**src/rtl/cfg_serial_pkg.sv**
```systemverilog
// Purpose: Shared constants and types for the configuration serial port.
// Assumes: One fixed control byte layout, agreed with the host.
// Notes: All counts are in serial clock rising edges after pin synchronisation; the serial output moves on falling edges.
package cfg_serial_pkg;

  localparam int unsigned DATA_W = 8;
  localparam int unsigned ADDR_W = 3;
  localparam int unsigned BANK_COUNT = 8;
  localparam int unsigned IDX_W = 3;

  // Control byte layout, bit 0 is the first bit on the line.
  localparam int unsigned RW_POS = 0;
  localparam int unsigned ADDR_LSB = 1;
  localparam logic RW_READ = 1'b1;

  localparam logic [IDX_W-1:0] FIRST_BIT = 3'h0;
  localparam logic [IDX_W-1:0] LAST_BIT = 3'h7;
  localparam logic [3:0] IDLE_CNT_ZERO = 4'h0;
  localparam logic [3:0] RESYNC_CLKS = 4'h8;

  localparam logic SDO_IDLE = 1'b0;
  localparam logic [DATA_W-1:0] BANK_RESET = 8'h00;

  typedef enum logic {
    PH_CONTROL,
    PH_DATA
  } phase_t;

  typedef struct packed {
    logic sclk;
    logic cs_n;
    logic serial_in_line;
  } link_pins_t;

  localparam link_pins_t PINS_IDLE = '{sclk: 1'b0, cs_n: 1'b1, serial_in_line: 1'b0};

  typedef struct packed {
    logic en;
    logic [ADDR_W-1:0] addr;
    logic [DATA_W-1:0] data;
  } bank_write_t;

  localparam bank_write_t WRITE_IDLE = '{en: 1'b0, addr: 3'h0, data: 8'h00};

  typedef logic [BANK_COUNT-1:0][DATA_W-1:0] bank_array_t;

endpackage : cfg_serial_pkg

```
**src/rtl/pin_sync.sv**
```systemverilog
// Purpose: Two-stage synchroniser for the serial link pins.
// Assumes: Pins change slowly relative to the system clock.
// Notes: The first stage feeds only the second stage.
`timescale 1ns/1ps
module pin_sync
  import cfg_serial_pkg::*;
(
  input wire logic clk_in,
  input wire logic rst_n_in,
  input wire link_pins_t pins_in,
  output link_pins_t pins_out
);

  typedef struct packed {
    link_pins_t meta;
    link_pins_t stable;
  } sync_state_t;

  sync_state_t st_ff;
  sync_state_t nxt_st;

  always_comb
  begin
    nxt_st.meta = pins_in;
    nxt_st.stable = st_ff.meta;
  end

  always_ff @(posedge clk_in)
  begin
    if (!rst_n_in)
    begin
      st_ff <= '{meta: PINS_IDLE, stable: PINS_IDLE};
    end
    else
    begin
      st_ff <= nxt_st;
    end
  end

  assign pins_out = st_ff.stable;

endmodule : pin_sync

```
**src/rtl/config_bank_store.sv**
```systemverilog
// Purpose: Eight configuration banks of eight bits each.
// Assumes: A single write port driven by the serial port.
// Notes: Read data is the live bank content, so a read sees the last write.
`timescale 1ns/1ps
module config_bank_store
  import cfg_serial_pkg::*;
(
  input wire logic clk_in,
  input wire logic rst_n_in,
  input wire bank_write_t wr_in,
  input wire logic [ADDR_W-1:0] rd_addr_in,
  output logic [DATA_W-1:0] rd_data_out,
  output bank_array_t banks_out
);

  typedef struct packed {
    bank_array_t bank;
  } store_state_t;

  store_state_t st_ff;
  store_state_t nxt_st;

  always_comb
  begin
    nxt_st = st_ff;
    if (wr_in.en)
    begin
      nxt_st.bank[wr_in.addr] = wr_in.data;
    end
  end

  always_ff @(posedge clk_in)
  begin
    if (!rst_n_in)
    begin
      st_ff.bank <= {BANK_COUNT{BANK_RESET}};
    end
    else
    begin
      st_ff <= nxt_st;
    end
  end

  assign rd_data_out = st_ff.bank[rd_addr_in];
  assign banks_out = st_ff.bank;

endmodule : config_bank_store

```
**src/rtl/config_serial_port.sv**
```systemverilog
// Purpose: Serial slave port that reads and writes eight configuration banks.
// Assumes: Serial clock, select and input are asynchronous pins, slow against clk_in.
// Notes: Each transfer is a control byte then a data byte, both sent low bit first.
`timescale 1ns/1ps

module config_serial_port
  import cfg_serial_pkg::*;
(
  input wire logic clk_in,
  input wire logic rst_n_in,
  input wire logic serial_clk_in,
  input wire logic chip_select_n_in,
  input wire logic serial_in_line_in,
  output logic serial_out_line_out,
  output logic serial_out_line_oe_out,
  output bank_array_t cfg_banks_out
);

  typedef struct packed {
    logic sclk_prev;
    phase_t phase;
    logic [IDX_W-1:0] bit_idx;
    logic [DATA_W-1:0] shift;
    logic rd;
    logic [ADDR_W-1:0] addr;
    logic [3:0] idle_cnt;
    logic serial_out_line;
    logic sdo_oe;
    bank_write_t wr;
  } port_state_t;

  port_state_t st_ff;
  port_state_t nxt_st;
  link_pins_t raw_pins;
  link_pins_t pins;
  logic rise;
  logic fall;
  logic [DATA_W-1:0] byte_in;
  logic [DATA_W-1:0] rd_data;

  assign raw_pins = '{sclk: serial_clk_in, cs_n: chip_select_n_in, serial_in_line: serial_in_line_in};

  // All three pins share one synchroniser so their relative timing is kept.
  pin_sync u_pin_sync (
    .clk_in(clk_in),
    .rst_n_in(rst_n_in),
    .pins_in(raw_pins),
    .pins_out(pins)
  );

  config_bank_store u_store (
    .clk_in(clk_in),
    .rst_n_in(rst_n_in),
    .wr_in(st_ff.wr),
    .rd_addr_in(st_ff.addr),
    .rd_data_out(rd_data),
    .banks_out(cfg_banks_out)
  );

  assign rise = pins.sclk & ~st_ff.sclk_prev;
  assign fall = ~pins.sclk & st_ff.sclk_prev;
  assign byte_in = {pins.serial_in_line, st_ff.shift[DATA_W-1:1]};

  always_comb
  begin
    nxt_st = st_ff;
    nxt_st.sclk_prev = pins.sclk;
    nxt_st.wr = WRITE_IDLE;
    if (pins.cs_n)
    begin
      // Nothing shifts while deselected; only the idle clocks are counted.
      nxt_st.serial_out_line = SDO_IDLE;
      nxt_st.sdo_oe = 1'b0;
      if (rise)
      begin
        // Saturating keeps a long idle run from wrapping back below the resync threshold.
        if (st_ff.idle_cnt >= RESYNC_CLKS - 4'h1)
        begin
          nxt_st.idle_cnt = RESYNC_CLKS;
          nxt_st.phase = PH_CONTROL;
          nxt_st.bit_idx = FIRST_BIT;
        end
        else
        begin
          nxt_st.idle_cnt = st_ff.idle_cnt + 4'h1;
        end
      end
    end
    else
    begin
      // A short high on select between framed bytes must not lose position.
      nxt_st.idle_cnt = IDLE_CNT_ZERO;
      if (rise)
      begin
        nxt_st.shift = byte_in;
        nxt_st.bit_idx = st_ff.bit_idx + 3'h1;
        if (st_ff.bit_idx == LAST_BIT)
        begin
          case (st_ff.phase)
            PH_CONTROL:
            begin
              nxt_st.rd = (byte_in[RW_POS] == RW_READ);
              nxt_st.addr = byte_in[ADDR_LSB +: ADDR_W];
              nxt_st.phase = PH_DATA;
            end
            PH_DATA:
            begin
              if (!st_ff.rd)
              begin
                nxt_st.wr = '{en: 1'b1, addr: st_ff.addr, data: byte_in};
              end
              nxt_st.phase = PH_CONTROL;
            end
            default:
            begin
              nxt_st.phase = PH_CONTROL;
            end
          endcase
        end
      end
      if (fall)
      begin
        if ((st_ff.phase == PH_DATA) && st_ff.rd)
        begin
          nxt_st.serial_out_line = rd_data[st_ff.bit_idx];
          nxt_st.sdo_oe = 1'b1;
        end
        else
        begin
          nxt_st.serial_out_line = SDO_IDLE;
          nxt_st.sdo_oe = 1'b0;
        end
      end
    end
  end

  always_ff @(posedge clk_in)
  begin
    if (!rst_n_in)
    begin
      st_ff.sclk_prev <= 1'b0;
      st_ff.phase <= PH_CONTROL;
      st_ff.bit_idx <= FIRST_BIT;
      st_ff.shift <= BANK_RESET;
      st_ff.rd <= 1'b0;
      st_ff.addr <= '0;
      st_ff.idle_cnt <= IDLE_CNT_ZERO;
      st_ff.serial_out_line <= SDO_IDLE;
      st_ff.sdo_oe <= 1'b0;
      st_ff.wr <= WRITE_IDLE;
    end
    else
    begin
      st_ff <= nxt_st;
    end
  end

  // Select gates the serial output pin, this shifter, the bank write pulse and the idle clock counter.
  assign serial_out_line_out = st_ff.serial_out_line;
  assign serial_out_line_oe_out = st_ff.sdo_oe;
endmodule : config_serial_port

```
**config.mk**
```make
export PLATFORM = sky130hd
export DESIGN_NAME = config_serial_port
export DESIGN_NICKNAME = d
export VERILOG_FILES = /design/src/rtl/cfg_serial_pkg.sv /design/src/rtl/pin_sync.sv /design/src/rtl/config_bank_store.sv /design/src/rtl/config_serial_port.sv
export SDC_FILE = /design/constraint.sdc
export NUM_CORES = 1
export LEC_CHECK = 0
export BUFFER_PORTS_ARGS = -buffer_cell sky130_fd_sc_hd__buf_2
export CAP_MARGIN = 20
export CORE_AREA = 2 2 106 87
export DETAILED_ROUTE_END_ITERATION = 8
export DIE_AREA = 0 0 108 89
export GPL_ROUTABILITY_DRIVEN = 1
export GPL_TIMING_DRIVEN = 0
export PLACE_DENSITY_LB_ADDON = 0.2
export RECOVER_POWER = 100
export SLEW_MARGIN = 30
export SYNTH_ARGS = -nofsm -noshare
export SYNTH_HDL_FRONTEND = slang
export SYNTH_SLANG_ARGS = --single-unit
```
**constraint.sdc**
```tcl
create_clock -name clk_in -period 1.7 [get_ports clk_in]
set_input_delay 0.425 -clock clk_in [delete_from_list [all_inputs] [get_ports clk_in]]
set_output_delay 0.425 -clock clk_in [all_outputs]
set_load 0.02 [all_outputs]
```
==> out/results.tsv, run 1 <==
metric	value	unit
Netlist cell types	37	
outcome	finished with violations	
pre-CTS setup slack	-0.2504	ns
violated checks	setup timing	
period utilization	1.088	
cell count after synthesis	469	
gr ovfl total	0	
static leakage	1.646	nW
PwrDens	853.7	nW/um2
post-synthesis sequential area ratio	0.4973	
Setup Skew	0.01041	ns
die area	9612	um2
Avg Cell Area, Syn	8.926	um2
kind of critical path	reg2reg	
Root Driver	clkbuf_8	
Final Setup Violations	1	
first-pass GRT wire length	18.77	mm
vias in the first global route	3642	
HP Class	in2reg	
setup slack after layout	-0.1500	ns
initial antenna violation count	0	
CP endpoint kind	flip-flop	
total clock buffers created by CTS	9	
GPL Wtd Cong	0.8515	
Antenna Nets Post-Route	0	
H-tree depth	3	
worst-path fanout max	8	
row count	30	
fin nets	567	
WL per Instance	17.96	um
Worst Tran Pin Value	0.7954	ns
YS warnings	0	
vias per cell	5.624	
stages on the worst setup path	7	
endpoints failing hold	0	
n_diodes	0	
vias	3802	
Slew HR	0.4678	
max-cap viol count	0	
min Tclk post-route	1.850	ns
layout cells sized above 1	0.1117	
initial core utilization	0.4957	
Setup TNS Final	-0.1500	ns
Clock Tree Buf Depth	2	
clock sinks	104	
Die Span X	108	um
first-pass detailed-route iteration total	5	
Max VDD drop	473.8	uV
Reg-to-Reg Start	st_ff[18]$_SDFFE_PN0P_	
crit path cell chain	buf_12, buf_4, mux4_2, nor4b_1, nor4_1, nand4_1, o211ai_1	
Pins Over Slew Limit	0	
syn nets	477	
GRT Overall Usage	0.2633	
reg2reg path depth	7	
unrepaired setup endpoints after global routing	true	
DPL Wire Length	8.411	mm
CP startpoint kind	flip-flop	
Worst Path Required	1.95	ns
buffers and inverters on the worst path	2	
HP Start	chip_select_n_in	
Iter 0 DRT Violations	282	
io pins	71	
#FFs+latches synth	104	
CP top delay family	simple AND/OR/NAND/NOR gates	
CP max stage delay	0.51	ns
core area	8446	um2
die height	89	um
Max Clock Freq	540.6	MHz
Worst path slowest cell	mux4_2	
reg2reg setup slack	-0.15	ns
Crit. Startpoint	st_ff[18]$_SDFFE_PN0P_	
Post-Synthesis Cell Area	4187	um2
crit path DAT	2.10	ns
Skew-Pair Late Insertion Delay	0.37	ns
CTS tree	done	
clock transition at the registers of the reported paths	0.09	ns
area grow syn2layout	18.35	%
pin count of the biggest net entering global routing	17	
port bufs	70	
WHS Path Cells	2	
total wire length	12.14	mm
DRC	0	
[path summary, 6_finish.rpt]
check / to
min reg2reg: u_pin_sync.pins_out[1]$_SDFF_PN1_
min: u_pin_sync.nxt_st[1]$_SDFF_PN1_
max reg2reg: serial_out_line_out$_SDFFE_PP0P_
max: serial_out_line_out$_SDFFE_PP0P_
[where the power goes]
part,internal [mW],leakage [nW],total (mW),switching (mW)
Clock,0.868,0.106,1.70,0.834
Sequential,2.44,0.840,2.45,0.00562
Combinational,0.0175,0.700,0.0794,0.0619
[cell type report]
class | count | area (um2)
plain buffers | 28 | 152.6
clock buffers | 11 | 141.4
clock inverters | 5 | 80.08
fillers | 789 | 3491
inverters | 1 | 3.754
multi-input cells | 334 | 2001
flip-flops and latches | 104 | 2086
well taps | 112 | 140.1
repair buffers | 81 | 350.3
[per-stage QoR]
stage	hold slack [ns]	area (um2)	std cells	power [mW]	util
final	0.2488	4955	676	4.230	0.5867
after global routing	0.2309	4955	676	4.362	0.5867
after CTS	0.2425	5011	674	4.242	0.5933
after detailed placement	0.3996	4682	651	2.583	0.5544
after global placement	0.3937	4677	651	2.580	0.5538
after floorplan	0.3863	4187	469	2.550	-
[layer usage]
| metal | vias up | GRT usage | part of all wire |
|---|---|---|---|
| li1 | 1777 | - | - |
| met1 | 1810 | 0.3422 | 0.44 |
| met2 | 185 | 0.4157 | 0.45 |
| met3 | 30 | 0.08528 | 0.094 |
| met4 | 0 | 0.09790 | 0.024 |
| met5 | - | 0 | 0 |
[flip-flops by register name, summed over array words and instances, names as in the netlist]
signal and flops:
serial_out_line_oe_out 1, byte_in 7, serial_out_line_out 1, u_pin_sync.pins_out 3
u_pin_sync.nxt_st 3, u_store.banks_out 64, st_ff 25
[synthesized netlist by cell type]
cell,n,share of area
dfxtp_1,104,0.50
mux4_1,2,0.013
nor3_1,5,0.0060
a21oi_1,68,0.081
nand2_1,132,0.12
buf_1,8,0.0072
or2_2,1,0.0015
nor2_2,1,0.0015
nor4b_1,1,0.0021
or4b_1,1,0.0024
buf_2,2,0.0024
a2bb2oi_1,1,0.0021
nand2b_1,7,0.010
inv_2,1,0.00090
a211o_1,1,0.0021
o21ai_0,7,0.0084
mux4_2,14,0.075
nor2_1,28,0.025
mux2i_1,18,0.043
and2_1,16,0.024
or4_1,1,0.0018
nor4_1,2,0.0030
a21o_1,1,0.0018
a31oi_1,2,0.0030
ha_1,3,0.0090
mux2_2,1,0.0027
o211ai_1,1,0.0018
nand3b_1,3,0.0054
nand3_1,6,0.0072
a211oi_1,1,0.0018
buf_6,2,0.0054
nand4_1,3,0.0045
a22oi_1,2,0.0036
nor4bb_1,1,0.0024
clkbuf_1,17,0.015
nor2b_1,4,0.0060
buf_4,1,0.0018
[repair_timing]
| item | in CTS | in global routing |
|---|---|---|
| resized for setup | 14 | 5 |
| pin swaps | 1 | 2 |
| gates cloned | 0 | 0 |
| setup buffers | 7 | 4 |
| endpoints found under the setup margin | 22 | 44 |
| hold buffers | 0 | 0 |
| endpoints found under the hold margin | 0 | 0 |
[cells by family after synthesis]
group                    Yosys count  share of synthesized area
AND/OR/NAND/NOR                  212                     0.2215
flip-flops                       104                     0.4973
AO/OA/AOI/OAI                     84                     0.1058
multiplexers                      35                     0.1336
buffers and inverters             31                    0.03287
adder cells (fa/ha/maj)            3                   0.008967
[placed cells by master, fill, tap and decap left out, types with 4 or more instances in the layout]
cell	instances
a21oi_1	68
and2_1	13
buf_1	8
buf_2	4
buf_4	13
clkbuf_1	82
clkbuf_8	10
dfxtp_1	101
mux2i_1	18
mux4_2	14
nand2_1	132
nand2b_1	7
nand3_1	5
nor2_1	26
o21ai_0	7
Power figures use the tool's default switching activity.
==> run 2, diff against run 1 <==
--- a/config.mk
+++ b/config.mk
@@ -14,6 +14,7 @@
 export GPL_TIMING_DRIVEN = 0
 export PLACE_DENSITY_LB_ADDON = 0.2
 export RECOVER_POWER = 100
+export SETUP_SLACK_MARGIN = 0.3
 export SLEW_MARGIN = 30
 export SYNTH_ARGS = -nofsm -noshare
 export SYNTH_HDL_FRONTEND = slang
==> run 2 against run 1 <==
The flow still finishes with violations (setup timing). Sequential cell count unchanged. Clock power hardly changed. Register-to-register slack about the same. Cell count rose by 0.44%. Critical endpoint unchanged. Largest power group unchanged. Count of clock-buffer cells in the layout stayed put.
==> out/results.tsv, run 2 (same netlist as run 1, synthesis figures left out) <==
metric	value	unit	change
outcome	finished with violations		unchanged
violated checks	setup timing		unchanged
io pins	71		unchanged
Worst path slowest cell	mux4_2		unchanged
total wire length	12.25	mm	was 12.14 mm
DRC	0		unchanged
endpoints failing hold	0		unchanged
commonest cells after routing, fill and taps aside	nand2_1, dfxtp_1, clkbuf_1		unchanged
Worst Path Required	1.95	ns	about the same
pin count of the biggest net entering global routing	17		unchanged
min Tclk post-route	1.846	ns	was 1.850 ns
gr busiest metal	met2		unchanged
HP Class	in2reg		unchanged
Crit. Startpoint	st_ff[19]$_SDFFE_PN0P_		was st_ff[18]$_SDFFE_PN0P_
n_diodes	0		unchanged
met3 Track Usage GR	0.05758		was 0.08528
GR Layer Usage met2	0.4277		was 0.4157
first-pass GRT wire length	18.31	mm	was 18.77 mm
max-cap viol count	0		unchanged
H-tree depth	3		unchanged
row count	30		unchanged
gr ovfl total	0		unchanged
unrepaired setup endpoints after global routing	true		unchanged
fin nets	570		was 567
core area	8446	um2	unchanged
Root Driver	clkbuf_8		unchanged
crit path cell chain	buf_6, mux4_2, or4b_4, nand4_1, o211ai_1		was buf_12, buf_4, mux4_2, nor4b_1, nor4_1, nand4_1, o211ai_1
die height	89	um	unchanged
reg2reg setup slack	-0.15	ns	about the same
static leakage	1.696	nW	was 1.646 nW
layout cells sized above 1	0.1464		was 0.1117
CP startpoint kind	flip-flop		unchanged
initial antenna violation count	0		unchanged
max FFs per register	64		unchanged
Pins Over Slew Limit	0		unchanged
Die Span X	108	um	unchanged
Final Setup Violations	1		unchanged
worst-path fanout max	6		was 8
Setup Skew	0.007046	ns	was 0.01041 ns
DPL Wire Length	8.412	mm	was 8.411 mm
vias per cell	5.617		was 5.624
die area	9612	um2	unchanged
total clock buffers created by CTS	9		unchanged
CTS Hold Bufs	0		unchanged
setup slack after layout	-0.1459	ns	was -0.1500 ns
area grow syn2layout	21.79	%	was 18.35%
crit path DAT	2.09	ns	was 2.10 ns
clock sinks	104		unchanged
CTS tree	done		unchanged
Antenna Nets Post-Route	0		unchanged
kind of critical path	reg2reg		unchanged
Iter 0 DRT Violations	305		was 282
GRT Overall Usage	0.2562		was 0.2633
WL per Instance	18.04	um	was 17.96 um
period utilization	1.086		was 1.088
vias	3814		was 3802
initial core utilization	0.4957		unchanged
vias in the first global route	3473		was 3642
CP endpoint kind	flip-flop		unchanged
HP Start	chip_select_n_in		unchanged
reg2reg path depth	5		was 7
Slew HR	0.5563		was 0.4678
CP max stage delay	0.56	ns	was 0.51 ns
Worst Tran Pin Value	0.6655	ns	was 0.7954 ns
clock transition at the registers of the reported paths	0.10	ns	was 0.09 ns
port bufs	70		unchanged
most common cell after layout, fill and taps aside	nand2_1		unchanged
Post-Route Utilization	0.6037		was 0.5867
Max Clock Freq	541.7	MHz	was 540.6 MHz
GPL Wtd Cong	0.8662		was 0.8515
termination of the worst setup path	serial_out_line_out$_SDFFE_PP0P_		unchanged
Reg-to-Reg Start	st_ff[19]$_SDFFE_PN0P_		was st_ff[18]$_SDFFE_PN0P_
pre-CTS setup slack	-0.1993	ns	was -0.2504 ns
Setup TNS Final	-0.1459	ns	was -0.1500 ns
met1 Use GR	0.3335		was 0.3422
reg2reg end	serial_out_line_out$_SDFFE_PP0P_		unchanged
Skew-Pair Late Insertion Delay	0.36	ns	was 0.37 ns
Clock Tree Buf Depth	2		unchanged
first-pass detailed-route iteration total	5		unchanged
PwrDens	822.0	nW/um2	was 853.7 nW/um2
Max VDD drop	470.6	uV	was 473.8 uV
## run 2: cell count changes in the layout (fill, tap and decap cells not counted), sizes merged
cell,before,now
buf,28,30
clkbuf,92,93
clkinvlp,2,1
clkinv,1,2
## run 2: metal layers
layer / routed length (um) / share of wire
met4: 284 / 0.023
met3: 1042 / 0.085
met2: 5763 / 0.47
met5: 0 / 0
met1: 5159 / 0.42
## run 2: worst max-delay path, delay by kind of cell, from the launching register on
kind,cells,cell delay [ns]
buffers and inverters,1,0.13
muxes,1,0.56
and+or+nand+nor,2,0.60
AOI/OAI and AO/OA,1,0.10
DFF,1,0.33
## run 2: worst min-delay path by stage
stage          slack (ns)                                end  cells past startpoint
6_report             0.24    u_pin_sync.nxt_st[1]$_SDFF_PN1_                      2
3_3_place_gp         0.40  u_pin_sync.pins_out[1]$_SDFF_PN1_                      1
2_1_floorplan        0.39  u_pin_sync.pins_out[1]$_SDFF_PN1_                      1
3_5_place_dp         0.40  u_pin_sync.pins_out[1]$_SDFF_PN1_                      1
5_1_grt              0.23    u_pin_sync.nxt_st[1]$_SDFF_PN1_                      2
4_1_cts              0.23    u_pin_sync.nxt_st[1]$_SDFF_PN1_                      2
## run 2: layout make-up
| class | instances | area, um2 |
|---|---|---|
| Buffer | 30 | 167.7 |
| Clock buffer | 11 | 131.4 |
| Clock inverter | 5 | 81.33 |
| Fill cell | 772 | 3347 |
| Inverter | 1 | 3.754 |
| Multi-Input combinational cell | 334 | 2083 |
| Sequential cell | 104 | 2095 |
| Tap cell | 112 | 140.1 |
| Timing Repair Buffer | 82 | 396.6 |
## run 2: where the power goes
part | total (mW) | internal, mW | switching, mW
Combinational | 0.0780 | 0.0188 | 0.0592
Clock | 1.67 | 0.832 | 0.836
Sequential | 2.45 | 2.44 | 0.00563
Total | 4.19 | 3.29 | 0.901
## run 2: repair_timing
action,in CTS,in global routing
setup endpoints to repair,81,92
cloned,0,0
pin swaps,4,5
gates resized for setup,32,33
buffers inserted,10,2
## run 2: metrics by stage
| step | power [mW] | std cells | hold slack, ns | instance area, um2 |
|---|---|---|---|---|
| finish | 4.191 | 679 | 0.2360 | 5099 |
| global route | 4.295 | 679 | 0.2312 | 5099 |
| CTS | 4.206 | 677 | 0.2301 | 5125 |
| detailed placement | 2.582 | 651 | 0.4045 | 4687 |
| global placement | 2.581 | 651 | 0.3981 | 4682 |
| floorplan | 2.550 | 469 | 0.3863 | 4192 |
==> run 3, diff against run 2 <==
--- a/config.mk
+++ b/config.mk
@@ -13,7 +13,6 @@
 export GPL_ROUTABILITY_DRIVEN = 1
 export GPL_TIMING_DRIVEN = 0
 export PLACE_DENSITY_LB_ADDON = 0.2
-export RECOVER_POWER = 100
 export SETUP_SLACK_MARGIN = 0.3
 export SLEW_MARGIN = 30
 export SYNTH_ARGS = -nofsm -noshare
==> run 3 against run 2 <==
The flow still finishes with violations (setup timing). First-iteration DRC count fell by 9.8%. Design area increased by 2.9%. Non-clock buffer count stayed put. Power is 0.13% higher. Register-to-register slack hardly changed. Routed wire length down 0.60%. Global-route usage stayed put. Die area stayed put. Via count shrank 0.37%. Clock skew is 0.0019 ns higher. Critical path depth unchanged. Core utilization increased by 1.8 points. Critical path type unchanged. Critical endpoint unchanged. Largest cell class is now multi-input gates.
==> out/results.tsv, run 3 (same netlist as run 1, synthesis figures left out) <==
metric	value	unit	change
Power Total	4.197	mW	was 4.191 mW
H-tree depth	3		unchanged
non-filler cells, final	679		unchanged
die height	89	um	unchanged
Clock Tree Buf Depth	2		unchanged
CTS tree	done		unchanged
min Tclk post-route	1.859	ns	was 1.846 ns
Setup Skew	0.008972	ns	was 0.007046 ns
clock transition at the registers of the reported paths	0.10	ns	about the same
row count	30		unchanged
reg2reg path depth	5		unchanged
setup slack after layout	-0.1586	ns	was -0.1459 ns
static leakage	1.994	nW	was 1.696 nW
Post-Place Cell Area	4687	um2	unchanged
pin count of the biggest net entering global routing	17		unchanged
initial antenna violation count	0		unchanged
clock sinks	104		unchanged
n_diodes	0		unchanged
Max Clock Freq	538.1	MHz	was 541.7 MHz
endpoints failing hold	0		unchanged
total wire length	12.18	mm	was 12.25 mm
layout cells sized above 1	0.2751		was 0.1464
switch share	0.2159		was 0.2149
area grow syn2layout	25.37	%	was 21.79%
Pins Over Slew Limit	0		unchanged
crit path DAT	2.11	ns	was 2.09 ns
cell internal pwr	3.291	mW	was 3.290 mW
hold worst-path end	u_pin_sync.nxt_st[1]$_SDFF_PN1_		unchanged
CP startpoint kind	flip-flop		unchanged
Fillers	719		was 772
clock share of power	0.399		was 0.398
Reg power frac	0.583		about the same
commonest cells after routing, fill and taps aside	nand2_1, dfxtp_1, buf_2		was nand2_1, dfxtp_1, clkbuf_1
port bufs	70		unchanged
core area	8446	um2	unchanged
placed cells	651		unchanged
first-pass GRT wire length	18.31	mm	unchanged
violated checks	setup timing		unchanged
Root Driver	clkbuf_8		unchanged
Max VDD drop	484.9	uV	was 470.6 uV
HP Start	chip_select_n_in		unchanged
vias in the first global route	3473		unchanged
WHS Path Cells	2		unchanged
pre-CTS setup slack	-0.1993	ns	unchanged
vias per cell	5.596		was 5.617
Psw	0.9060	mW	was 0.9007 mW
period utilization	1.093		was 1.086
DPL Wire Length	8.412	mm	unchanged
Worst Path Required	1.95	ns	about the same
WL per Instance	17.93	um	was 18.04 um
GPL Wtd Cong	0.8662		unchanged
reg2reg end	serial_out_line_out$_SDFFE_PP0P_		unchanged
final hold slack	0.2323	ns	was 0.2360 ns
fin nets	570		unchanged
PwrDens	799.6	nW/um2	was 822.0 nW/um2
most common cell after layout, fill and taps aside	nand2_1		unchanged
Die Span X	108	um	unchanged
first-pass detailed-route iteration total	5		unchanged
CTS Hold Bufs	0		unchanged
Slew HR	0.5662		was 0.5563
Comb power frac	0.019		about the same
max FFs per register	64		unchanged
io pins	71		unchanged
Skew-Pair Late Insertion Delay	0.36	ns	about the same
outcome	finished with violations		unchanged
Antenna Nets Post-Route	0		unchanged
max-cap viol count	0		unchanged
vias	3800		was 3814
kind of critical path	reg2reg		unchanged
initial core utilization	0.4957		unchanged
Sequential cell area	2095	um2	unchanged
gr ovfl total	0		unchanged
GRT Overall Usage	0.2562		unchanged
Final Cell Area	5249	um2	was 5099 um2
Worst Tran Pin Value	0.6507	ns	was 0.6655 ns
area of the multi-input gates	2137	um2	was 2083 um2
unrepaired setup endpoints after global routing	true		unchanged
Iter 0 DRT Violations	275		was 305
CP endpoint kind	flip-flop		unchanged
Final Setup Violations	1		unchanged
worst-path fanout max	6		unchanged
HP Class	in2reg		unchanged
reg2reg setup slack	-0.16	ns	was -0.15 ns
die area	9612	um2	unchanged
DRC	0		unchanged
Reg-to-Reg Start	st_ff[19]$_SDFFE_PN0P_		unchanged
total clock buffers created by CTS	9		unchanged
run 3: layout make-up:
type | count | area share
Clock buffer | 11 | 0.02503
Timing Repair Buffer | 82 | 0.09106
Multi-Input combinational cell | 334 | 0.4072
Inverter | 1 | 0.0007151
Buffer | 30 | 0.03480
Tap cell | 112 | 0.02670
Clock inverter | 5 | 0.01549
Sequential cell | 104 | 0.3990
run 3: worst max path at each step:
stage	startpoint	to	cells past startpoint
after floorplan	st_ff[19]$_SDFFE_PN0P_	serial_out_line_out$_SDFFE_PP0P_	5
after global placement	st_ff[18]$_SDFFE_PN0P_	serial_out_line_out$_SDFFE_PP0P_	6
after detailed placement	st_ff[18]$_SDFFE_PN0P_	serial_out_line_out$_SDFFE_PP0P_	6
after CTS	st_ff[19]$_SDFFE_PN0P_	serial_out_line_out$_SDFFE_PP0P_	5
after global routing	st_ff[18]$_SDFFE_PN0P_	serial_out_line_out$_SDFFE_PP0P_	7
final	st_ff[19]$_SDFFE_PN0P_	serial_out_line_out$_SDFFE_PP0P_	5
run 3: power by group through the flow:
stage | registers, mW | logic (mW) | clock network (mW)
after floorplan | 2.50 | 0.0460 | 0
after global placement | 2.51 | 0.0753 | 0
after detailed placement | 2.51 | 0.0763 | 0
after CTS | 2.45 | 0.0774 | 1.68
after global routing | 2.45 | 0.0850 | 1.76
final | 2.45 | 0.0783 | 1.67
run 3: timing repair:
item | in CTS | in global routing
buffers inserted | 10 | 2
gates resized for setup | 32 | 33
pin swaps | 4 | 5
setup endpoints to repair | 81 | 92
run 3: critical path, stage by stage (launching register included):
cell and delay [ns]:
dfxtp_2 0.34, buf_6 0.13, mux4_2 0.57, or4b_4 0.51, nand4_1 0.09, o211ai_1 0.10
run 3: stage by stage:
step                utilization  setup TNS (ns)
global route             0.6215         -0.3983
finish                   0.6215         -0.1586
CTS                      0.6068         -0.1243
global placement         0.5544         -0.6733
floorplan                     -               0
detailed placement       0.5550          -1.180
run 3: metal layers:
layer  up-vias  routed length, um  GRT usage  share of wire
met5         -                  0          0              0
met4         0                297    0.08625          0.024
met3        22                996    0.05758          0.082
met2       151               5711     0.4277           0.47
met1      1852               5172     0.3335           0.42
li1       1775                  -          -              -
